## src/pmr_pkg.sv

```systemverilog
// Purpose: shared constants and types of the power mode and reset controller
// Assumes: 8-bit registers on a 4-bit word address
// Notes:   bit positions are for the register mux and the core-side decode
package pmr_pkg;
  localparam int ADDR_W = 4;
  localparam int DATA_W = 8;
  localparam int CNT_W  = 11;
  localparam int SYNC_W = 14;

  // register addresses
  localparam logic [ADDR_W-1:0] POWER_CONTROL_REG_ADDR = 4'h0;
  localparam logic [ADDR_W-1:0] AUX1_ADDR = 4'h1;
  localparam logic [ADDR_W-1:0] AUX_ADDR  = 4'h2;
  localparam logic [ADDR_W-1:0] STAT_ADDR = 4'h3;

  // power_control_reg fields
  localparam int IDLE_BIT = 0;
  localparam int PD_BIT   = 1;
  localparam int POF_BIT  = 4;
  localparam int BOF_BIT  = 5;
  // aux_control_reg fields
  localparam int BOI_BIT  = 5;
  localparam int BOD_BIT  = 6;
  // aux_register fields
  localparam int LVM_BIT  = 4;

  // reset values
  localparam logic POWER_CONTROL_REG_FLAG_RST = 1'b0;
  localparam logic AUX1_BIT_RST  = 1'b0;
  localparam logic LVM_RST       = 1'b0;

  // oscillator stability waits, in cpu clocks
  localparam logic [CNT_W-1:0] XTAL_STARTUP_CLKS = 11'h400;
  localparam logic [CNT_W-1:0] RC_STARTUP_CLKS   = 11'h100;

  // synchroniser lane order and reset levels
  localparam int S_BELOW_LO = 0;
  localparam int S_BELOW_HI = 1;
  localparam int S_POR      = 2;
  localparam int S_RST_PIN  = 3;
  localparam int S_EXT0     = 4;
  localparam int S_EXT1     = 5;
  localparam int S_KBD      = 6;
  localparam int S_CMP      = 7;
  localparam int S_WDT_OVF  = 8;
  localparam int S_WDT_IRQ  = 9;
  localparam int S_LVL_SEL  = 10;
  localparam int S_WATCHDOG_ENABLE_CFG     = 11;
  localparam int S_RPD      = 12;
  localparam int S_XTAL     = 13;
  localparam logic [SYNC_W-1:0] SYNC_RST = 14'h1408;

  typedef enum logic [1:0]
  {
    ST_RUN   = 2'b00,
    ST_IDLE  = 2'b01,
    ST_PDOWN = 2'b10,
    ST_START = 2'b11
  } pm_state_type;
endpackage

```

## src/pin_sync_if.sv

```systemverilog
// Purpose: carries raw pin levels in and cleaned levels out
// Assumes: one bit per lane
// Notes:   none
interface pin_sync_if #(parameter int W = 1);
  logic [W-1:0] raw;
  logic [W-1:0] clean;
  modport src (output raw, input clean);
  modport dst (input raw, output clean);
endinterface

```

## src/pin_sync.sv

```systemverilog
// Purpose: three-stage synchroniser with agreement filter per lane
// Assumes: lanes are unrelated slow levels
// Notes:   stage one feeds stage two only
module pin_sync #(
  parameter int           W   = 1,
  parameter logic [W-1:0] RST = '0
) (
  input wire logic core_clk,
  input wire logic rst_n,
  pin_sync_if.dst  pins
);
  genvar i;
  generate
    for (i = 0; i < W; i++)
    begin : g_lane
      logic s1;
      logic s2;
      logic s3;
      logic q;
      logic next_q;
      // a change counts once stages two and three agree
      always_comb
      begin
        next_q = (s2 == s3) ? s3 : q;
      end
      // stage registers
      always_ff @(posedge core_clk or negedge rst_n)
      begin
        if (!rst_n)
        begin
          s1 <= RST[i];
          s2 <= RST[i];
          s3 <= RST[i];
          q  <= RST[i];
        end
        else
        begin
          s1 <= pins.raw[i];
          s2 <= s1;
          s3 <= s2;
          q  <= next_q;
        end
      end
      assign pins.clean[i] = q;
    end
  endgenerate
endmodule

```

## src/power_mode_reset_ctrl.sv

```systemverilog
// Purpose: brownout, power-on flag, idle and power down, wake-up and reset control
// Assumes: core_clk keeps running; osc_enable models the main oscillator gate
// Notes:   core-side enables and priority arrive on core_clk, pins are synchronised

// Operation
// - level select 1 picks 2.5 V, 0 3.8 V
// - disable bit silences brownout reset and interrupt
// - power-on detect sets sticky power-on flag
// - idle request stops cpu, irq or reset ends
// - power-down request enters power down, oscillator stops
// - power down ends on reset or higher-priority wake
// - wake restarts oscillator, waits 1024 or 256 clocks
// - watchdog overflow resets even in power down
// - brownout reset acts at once, even powered down
// - brownout interrupt wakes from power down
// - brownout, watchdog, comparators keep running in power down
// - external, keyboard, comparator wake need their enables
// - watchdog wakes by reset or interrupt per config
// - brownout wakes only when not disabled, per select
// - reset pin wakes only when pin enabled
// - low-voltage memory bit cleared only by power-on
// - reset pin active low, config 0 disables it
// - brownout reset held while low, else one interrupt
// - brownout sets sticky brownout flag
module power_mode_reset_ctrl (
  input  wire logic                       core_clk,
  input  wire logic                       rst_n,
  input  wire logic [pmr_pkg::ADDR_W-1:0] reg_addr,
  input  wire logic [pmr_pkg::DATA_W-1:0] reg_wdata,
  input  wire logic                       reg_wr,
  input  wire logic                       reg_rd,
  output      logic [pmr_pkg::DATA_W-1:0] reg_rdata,
  input  wire logic                       supply_below_2v5,
  input  wire logic                       supply_below_3v8,
  input  wire logic                       power_on_detect,
  input  wire logic                       ext_reset_pin_n,
  input  wire logic                       ext_int0,
  input  wire logic                       ext_int1,
  input  wire logic                       kbd_wake,
  input  wire logic                       cmp_wake,
  input  wire logic                       wdt_overflow,
  input  wire logic                       wdt_irq,
  input  wire logic                       brownout_level_select,
  input  wire logic                       watchdog_enable_cfg,
  input  wire logic                       reset_pin_disable_cfg,
  input  wire logic                       crystal_osc_cfg,
  input  wire logic                       ex0_irq_en,
  input  wire logic                       ex1_irq_en,
  input  wire logic                       kbd_feature_en,
  input  wire logic                       kbd_irq_en,
  input  wire logic                       cmp_feature_en,
  input  wire logic                       cmp_irq_en,
  input  wire logic                       wdt_irq_en,
  input  wire logic                       brownout_irq_enable,
  input  wire logic                       any_enabled_irq,
  input  wire logic                       wake_prio_ok,
  output      logic                       cpu_reset,
  output      logic                       cpu_run,
  output      logic                       osc_enable,
  output      logic                       brownout_irq,
  output      logic                       mem_hv_off
);
  logic                        rst_s1;
  logic                        rst_s;
  pin_sync_if #(.W(pmr_pkg::SYNC_W)) sync_pins ();
  logic [pmr_pkg::SYNC_W-1:0]  pin;
  pmr_pkg::pm_state_type       state;
  pmr_pkg::pm_state_type       next_state;
  logic [pmr_pkg::CNT_W-1:0]   count;
  logic [pmr_pkg::CNT_W-1:0]   next_count;
  logic                        idle_request;
  logic                        power_down_request;
  logic                        power_on_flag;
  logic                        brownout_flag;
  logic                        brownout_irq_select;
  logic                        brownout_disable;
  logic                        low_voltage_memory_mode;
  logic                        next_idle_request;
  logic                        next_power_down_request;
  logic                        next_power_on_flag;
  logic                        next_brownout_flag;
  logic                        next_brownout_irq_select;
  logic                        next_brownout_disable;
  logic                        next_low_voltage_memory_mode;
  logic                        bo_active_d;
  logic                        wdt_ovf_d;
  logic                        next_cpu_reset;
  logic                        next_cpu_run;
  logic                        next_osc_enable;
  logic                        next_brownout_irq;
  logic [pmr_pkg::DATA_W-1:0]  next_reg_rdata;
  logic                        bo_below;
  logic                        bo_active;
  logic                        bo_reset;
  logic                        bo_irq_evt;
  logic                        wdt_reset;
  logic                        pin_reset;
  logic                        reset_req;
  logic                        irq_wake;
  logic                        wr_power_control_reg;
  logic [pmr_pkg::CNT_W-1:0]   wait_len;

  // reset release through two flops
  always_ff @(posedge core_clk or negedge rst_n)
  begin
    if (!rst_n)
    begin
      rst_s1 <= 1'b0;
      rst_s  <= 1'b0;
    end
    else
    begin
      rst_s1 <= 1'b1;
      rst_s  <= rst_s1;
    end
  end

  // pins from the supply monitor, reset pin, wake sources, watchdog oscillator and straps
  assign sync_pins.raw = {crystal_osc_cfg, reset_pin_disable_cfg, watchdog_enable_cfg,
                          brownout_level_select, wdt_irq, wdt_overflow, cmp_wake, kbd_wake,
                          ext_int1, ext_int0, ext_reset_pin_n, power_on_detect,
                          supply_below_3v8, supply_below_2v5};
  pin_sync #(
    .W   (pmr_pkg::SYNC_W),
    .RST (pmr_pkg::SYNC_RST)
  ) u_sync (
    .core_clk (core_clk),
    .rst_n    (rst_s),
    .pins     (sync_pins.dst)
  );
  assign pin = sync_pins.clean;

  // event sources; none of them look at the power state
  always_comb
  begin
    bo_below   = pin[pmr_pkg::S_LVL_SEL] ? pin[pmr_pkg::S_BELOW_LO]
                                         : pin[pmr_pkg::S_BELOW_HI];
    bo_active  = bo_below & ~brownout_disable;
    bo_reset   = bo_active & ~brownout_irq_select;
    bo_irq_evt = bo_active & ~bo_active_d & brownout_irq_select;
    wdt_reset  = pin[pmr_pkg::S_WDT_OVF] & ~wdt_ovf_d & pin[pmr_pkg::S_WATCHDOG_ENABLE_CFG];
    pin_reset  = ~pin[pmr_pkg::S_RST_PIN] & pin[pmr_pkg::S_RPD];
    reset_req  = bo_reset | wdt_reset | pin_reset;
    irq_wake   = wake_prio_ok & (
                 (pin[pmr_pkg::S_EXT0] & ex0_irq_en) |
                 (pin[pmr_pkg::S_EXT1] & ex1_irq_en) |
                 (pin[pmr_pkg::S_KBD] & kbd_feature_en & kbd_irq_en) |
                 (pin[pmr_pkg::S_CMP] & cmp_feature_en & cmp_irq_en) |
                 (pin[pmr_pkg::S_WDT_IRQ] & ~pin[pmr_pkg::S_WATCHDOG_ENABLE_CFG] & wdt_irq_en) |
                 (bo_irq_evt & brownout_irq_enable));
    wait_len   = pin[pmr_pkg::S_XTAL] ? pmr_pkg::XTAL_STARTUP_CLKS
                                      : pmr_pkg::RC_STARTUP_CLKS;
    wr_power_control_reg    = reg_wr && (reg_addr == pmr_pkg::POWER_CONTROL_REG_ADDR);
  end

  // power state machine and stability counter
  always_comb
  begin
    next_state              = state;
    next_count              = count;
    next_idle_request       = idle_request;
    next_power_down_request = power_down_request;
    next_cpu_reset          = cpu_reset;
    if (wr_power_control_reg)
    begin
      next_idle_request       = reg_wdata[pmr_pkg::IDLE_BIT];
      next_power_down_request = reg_wdata[pmr_pkg::PD_BIT];
    end
    if (reset_req)
    begin
      // any reset restarts the oscillator and holds the core
      next_state              = pmr_pkg::ST_START;
      next_count              = wait_len - 11'h001;
      next_cpu_reset          = 1'b1;
      next_idle_request       = 1'b0;
      next_power_down_request = 1'b0;
    end
    else
    begin
      case (state)
        pmr_pkg::ST_RUN:
        begin
          if (power_down_request)
            next_state = pmr_pkg::ST_PDOWN;
          else if (idle_request)
            next_state = pmr_pkg::ST_IDLE;
        end
        pmr_pkg::ST_IDLE:
        begin
          if (any_enabled_irq)
          begin
            next_state        = pmr_pkg::ST_RUN;
            next_idle_request = 1'b0;
          end
        end
        pmr_pkg::ST_PDOWN:
        begin
          if (irq_wake)
          begin
            next_state              = pmr_pkg::ST_START;
            next_count              = wait_len - 11'h001;
            next_power_down_request = 1'b0;
          end
        end
        pmr_pkg::ST_START:
        begin
          if (count == '0)
          begin
            next_state     = pmr_pkg::ST_RUN;
            next_cpu_reset = 1'b0;
          end
          else
            next_count = count - 11'h001;
        end
        default:
          next_state = pmr_pkg::ST_RUN;
      endcase
    end
    next_cpu_run    = (next_state == pmr_pkg::ST_RUN) && !next_cpu_reset;
    next_osc_enable = (next_state != pmr_pkg::ST_PDOWN);
  end

  // state registers
  always_ff @(posedge core_clk or negedge rst_s)
  begin
    if (!rst_s)
    begin
      state              <= pmr_pkg::ST_RUN;
      count              <= '0;
      idle_request       <= 1'b0;
      power_down_request <= 1'b0;
      cpu_reset          <= 1'b0;
      cpu_run            <= 1'b0;
      osc_enable         <= 1'b1;
    end
    else
    begin
      state              <= next_state;
      count              <= next_count;
      idle_request       <= next_idle_request;
      power_down_request <= next_power_down_request;
      cpu_reset          <= next_cpu_reset;
      cpu_run            <= next_cpu_run;
      osc_enable         <= next_osc_enable;
    end
  end

  // flags, control bits and read mux; hardware set wins over clear
  always_comb
  begin
    next_power_on_flag = (power_on_flag & ~(wr_power_control_reg & ~reg_wdata[pmr_pkg::POF_BIT]))
                         | pin[pmr_pkg::S_POR];
    next_brownout_flag = (brownout_flag & ~(wr_power_control_reg & ~reg_wdata[pmr_pkg::BOF_BIT]))
                         | bo_active;
    next_brownout_irq_select = brownout_irq_select;
    next_brownout_disable    = brownout_disable;
    if (reg_wr && (reg_addr == pmr_pkg::AUX1_ADDR))
    begin
      next_brownout_irq_select = reg_wdata[pmr_pkg::BOI_BIT];
      next_brownout_disable    = reg_wdata[pmr_pkg::BOD_BIT];
    end
    // software may only set it, power-on alone clears it
    next_low_voltage_memory_mode = low_voltage_memory_mode |
      (reg_wr && (reg_addr == pmr_pkg::AUX_ADDR) && reg_wdata[pmr_pkg::LVM_BIT]);
    if (pin[pmr_pkg::S_POR])
      next_low_voltage_memory_mode = 1'b0;
    next_brownout_irq = bo_irq_evt;
    next_reg_rdata = '0;
    if (reg_rd)
    begin
      case (reg_addr)
        pmr_pkg::POWER_CONTROL_REG_ADDR:
        begin
          next_reg_rdata[pmr_pkg::IDLE_BIT] = idle_request;
          next_reg_rdata[pmr_pkg::PD_BIT]   = power_down_request;
          next_reg_rdata[pmr_pkg::POF_BIT]  = power_on_flag;
          next_reg_rdata[pmr_pkg::BOF_BIT]  = brownout_flag;
        end
        pmr_pkg::AUX1_ADDR:
        begin
          next_reg_rdata[pmr_pkg::BOI_BIT] = brownout_irq_select;
          next_reg_rdata[pmr_pkg::BOD_BIT] = brownout_disable;
        end
        pmr_pkg::AUX_ADDR:
          next_reg_rdata[pmr_pkg::LVM_BIT] = low_voltage_memory_mode;
        pmr_pkg::STAT_ADDR:
          next_reg_rdata = {4'h0, bo_active, cpu_reset, state};
        default:
          next_reg_rdata = '0;
      endcase
    end
  end

  // flag and control registers
  always_ff @(posedge core_clk or negedge rst_s)
  begin
    if (!rst_s)
    begin
      power_on_flag           <= pmr_pkg::POWER_CONTROL_REG_FLAG_RST;
      brownout_flag           <= pmr_pkg::POWER_CONTROL_REG_FLAG_RST;
      brownout_irq_select     <= pmr_pkg::AUX1_BIT_RST;
      brownout_disable        <= pmr_pkg::AUX1_BIT_RST;
      low_voltage_memory_mode <= pmr_pkg::LVM_RST;
      bo_active_d             <= 1'b0;
      wdt_ovf_d               <= 1'b0;
      brownout_irq            <= 1'b0;
      mem_hv_off              <= 1'b0;
      reg_rdata               <= '0;
    end
    else
    begin
      power_on_flag           <= next_power_on_flag;
      brownout_flag           <= next_brownout_flag;
      brownout_irq_select     <= next_brownout_irq_select;
      brownout_disable        <= next_brownout_disable;
      low_voltage_memory_mode <= next_low_voltage_memory_mode;
      bo_active_d             <= bo_active;
      wdt_ovf_d               <= pin[pmr_pkg::S_WDT_OVF];
      brownout_irq            <= next_brownout_irq;
      mem_hv_off              <= next_low_voltage_memory_mode;
      reg_rdata               <= next_reg_rdata;
    end
  end

  // helper: cycles spent in the current wait, cleared by any reset request
  logic [11:0] start_cycles;
  logic [11:0] next_start_cycles;
  always_comb
  begin
    next_start_cycles = (state == pmr_pkg::ST_START && !reset_req)
                        ? start_cycles + 12'h001 : 12'h000;
  end
  // helper counter register
  always_ff @(posedge core_clk or negedge rst_s)
  begin
    if (!rst_s)
      start_cycles <= 12'h000;
    else
      start_cycles <= next_start_cycles;
  end
endmodule

```

## config.mk

```make
export PLATFORM = sky130hd
export DESIGN_NAME = power_mode_reset_ctrl
export DESIGN_NICKNAME = d
export VERILOG_FILES = /design/src/pmr_pkg.sv /design/src/pin_sync_if.sv /design/src/pin_sync.sv /design/src/power_mode_reset_ctrl.sv
export SDC_FILE = /design/constraint.sdc
export NUM_CORES = 1
export LEC_CHECK = 0
export BUFFER_PORTS_ARGS = -buffer_cell sky130_fd_sc_hd__clkbuf_2
export CAP_MARGIN = 20
export CORE_MARGIN = 2
export CORE_UTILIZATION = 50
export CTS_CLUSTER_SIZE = 14
export DETAILED_ROUTE_END_ITERATION = 12
export PLACE_DENSITY = 0.77
export SYNTH_ARGS = -nofsm -noshare
export SYNTH_HDL_FRONTEND = slang
export SYNTH_SLANG_ARGS = --single-unit
export TNS_END_PERCENT = 5
```

## constraint.sdc

```tcl
create_clock -name core_clk -period 3.36 [get_ports core_clk]
set_clock_uncertainty 0.05 [all_clocks]
set_input_delay 0.672 -clock core_clk [delete_from_list [all_inputs] [get_ports core_clk]]
set_output_delay 0.672 -clock core_clk [all_outputs]
set_load 0.05 [all_outputs]
```

==> flow_metrics.env <==
export IMPL_criticalPathCategory="flip-flop to flip-flop"
export IMPL_synth_most_common_cell="dfrtp_1"
export IMPL_slew_viol_final=0
export IMPL_grt_pass1_wl_microns=9330
export IMPL_synth_top_cell_by_area="dfrtp_1"
export IMPL_synth_fp_nets=285
export IMPL_fin_crit_sh_pct=71.7
export IMPL_cts_sinks=91
export IMPL_hold_buffers=0
export IMPL_antenna_left=0
export IMPL_yosysSeqAreaShare_pct=69.3
export IMPL_synth_top_area_share_pct=59.0
export IMPL_synth_top_cells_by_count="78 x dfrtp_1, 23 x nand2_1, 19 x nor2_1, 14 x maj3_1, 13 x dfstp_2"
export IMPL_wl_per_cell_microns=14.3
export IMPL_cts_made_buffers=9
export IMPL_critPathRequiredTime_ns=3.55
export IMPL_routed_via_count=1994
export IMPL_synth_edf_count=0
export IMPL_grt_util_all_layers_pct=16.7
export IMPL_die_width_microns=85.3
export IMPL_synth_area_sq_mm=0.00331
export IMPL_clkTransAtPathRegs_ns=0.09
export IMPL_synth_ff_type="dfrtp_1"
export IMPL_routed_via_density=5.26
export IMPL_relSlewSlack_pct=60.9
export IMPL_overflow=0
export IMPL_synth_async_reset_ratio_pct=100
export IMPL_p_per_area_mw_per_mm2=592
export IMPL_worstSetupStartpointType="flip-flop"
export IMPL_yosys_warnings=0
export IMPL_status="finished clean"
export IMPL_cts_tree="done"
export IMPL_wirelength_microns=5410
export IMPL_pre_cts_ws_ns=0.961
export IMPL_io_pins=53
export IMPL_die_y_microns=85.3
export IMPL_hold_viol=0
export IMPL_gp_congestion=0.812
export IMPL_synth_seq_cells=91
export IMPL_holdCritPathClass="primary input to asynchronous set/reset pin"
export IMPL_setup_viol=0
export IMPL_post_cts_buffers=0
export IMPL_cts_htree_levels=3
export IMPL_num_rows=29
export IMPL_cts_resized=0
export IMPL_initial_core_util_pct=51.8
export IMPL_grt_max_degree=90
export IMPL_grt_pass1_vias=1973
export IMPL_power_total_mw=2.29
export IMPL_clockBufferDepth=2
export IMPL_fin_crit_ns=2.41
export IMPL_first_pass_iters=4
export IMPL_drive_gt1_share_pct=30.1
export IMPL_final_nets=339
export IMPL_io_buffers=48
export IMPL_rsz0062_at_grt="false"
export IMPL_tns_ns=0
export IMPL_post_synth_cell_area_avg_sq_um=13.6
export IMPL_area_growth_syn_to_layout_pct=17.0
export IMPL_cp_data_arrival_time_ns=2.60
export IMPL_synth_cell_types=48
export IMPL_critPathMaxFanout=6
export IMPL_leakagePower_nw=1.69
export IMPL_antennaDiodeCount=0
export IMPL_tightest_slew_ns=0.583
export IMPL_initialDrtViolationCount=186
export IMPL_cts_root_buf="clkbuf_8"
export IMPL_syn_inst=243
export IMPL_synth_area_leaders="dfrtp_1 59%, dfstp_2 10%, maj3_1 4.2%, nand2_1 2.6%, nor2_1 2.2%"
export IMPL_setup_ws_ns=0.952
export IMPL_core_area_sq_mm=0.00639
export IMPL_insertion_delay_ns=0.35
export IMPL_remaining_drc_errors=0
export IMPL_post_dp_hpwl_microns=3620
export IMPL_critPathCaptureType="flip-flop"
export IMPL_maxCapViolations=0
export IMPL_antenna_found_initial=0
export IMPL_peakVddDrop_mv=0.363
export IMPL_timing_fmax_ghz=0.415
export IMPL_die_area_sq_mm=0.00728
cell usage in the layout (no fill, tap or decap), drive strengths merged, types with 7 or more instances in the layout:
master,synthesis,layout
o21ai,7,7
clkbuf,4,57
mux2i,7,7
nand3,9,9
nand2,24,24
nor2,19,19
dfstp,13,13
dfrtp,78,78
inv,5,8
maj3,14,14
nor3,9,9
nor4,7,7
cell type report:
type	count	area, sq um
fillers	530	2510
flip-flops and latches	91	2300
multi-input cells	141	968
repair buffers	49	268
clock buffers	9	124
clock inverters	7	98.8
well taps	77	96.3
inverters	5	18.8
worst paths after layout:
check,from,to,slack [ns],depth (start not counted)
worst max-delay path,count[0],state[0],0.95,7
worst min-delay path,rst_n,rst_s1,0.04,1
worst max register to register,count[0],state[0],0.95,7
worst min register to register,rst_s,brownout_irq_select,0.27,0
max in group asynchronous,rst_s,u_sync.g_lane[12].q,2.34,1
min in group core_clk,u_sync.g_lane[2].s1,u_sync.g_lane[2].s2,0.30,0
layer usage:
layer | vias up | share of wire [%] | GRT usage, %
met5 | - | 0 | 0
met4 | 0 | 2.7 | 8.80
met3 | 14 | 4.6 | 4.38
met2 | 59 | 48 | 25.5
met1 | 978 | 45 | 22.1
li1 | 943 | - | -
power by group:
group	internal [mW]	leakage (nW)	switching [mW]
logic	0.103	0.542	0.128
clock network	0.425	0.111	0.387
registers	1.18	1.04	0.0702
total	1.71	1.69	0.585
stage by stage:
step / hold WS, ns / std cells / utilization, % / cell area (sq um)
final: 0.0388 / 379 / 60.6 / 3870
after global routing: 0.0221 / 379 / 60.6 / 3870
after CTS: 0.0208 / 378 / 60.2 / 3840
after detailed placement: 0.285 / 362 / 56.7 / 3620
after global placement: 0.282 / 362 / 56.7 / 3620
after floorplan: 0.281 / 243 / - / 3310
logic make-up after synthesis:
kind of cell             Yosys count  synth area share, %
AO/OA/AOI/OAI                     23                 5.98
other                              2                0.227
XOR/XNOR                           6                 1.59
buffers and inverters             11                 1.40
adder cells (fa/ha/maj)           16                 4.99
AND/OR/NAND/NOR                   85                 13.7
multiplexers                       9                 2.80
flip-flops                        91                 69.3
worst max-delay path, stage by stage (launching register included):
cell	delay (ns)
dfrtp_1	0.41
inv_1	0.10
ha_1	0.14
or4b_1	0.49
o311a_4	0.38
nor3_4	0.33
nand2_4	0.14
or2_1	0.26
state kept, by name, indices dropped and copies added (netlist names), 2 cells and up:
| register | flops |
|---|---|
| count | 11 |
| reg_rdata | 7 |
| u_sync.g_lane.s1 | 14 |
| u_sync.g_lane.q | 14 |
| u_sync.g_lane.s2 | 14 |
| state | 2 |
| u_sync.g_lane.s3 | 14 |
No activity file was read; power rests on OpenSTA's default activity.
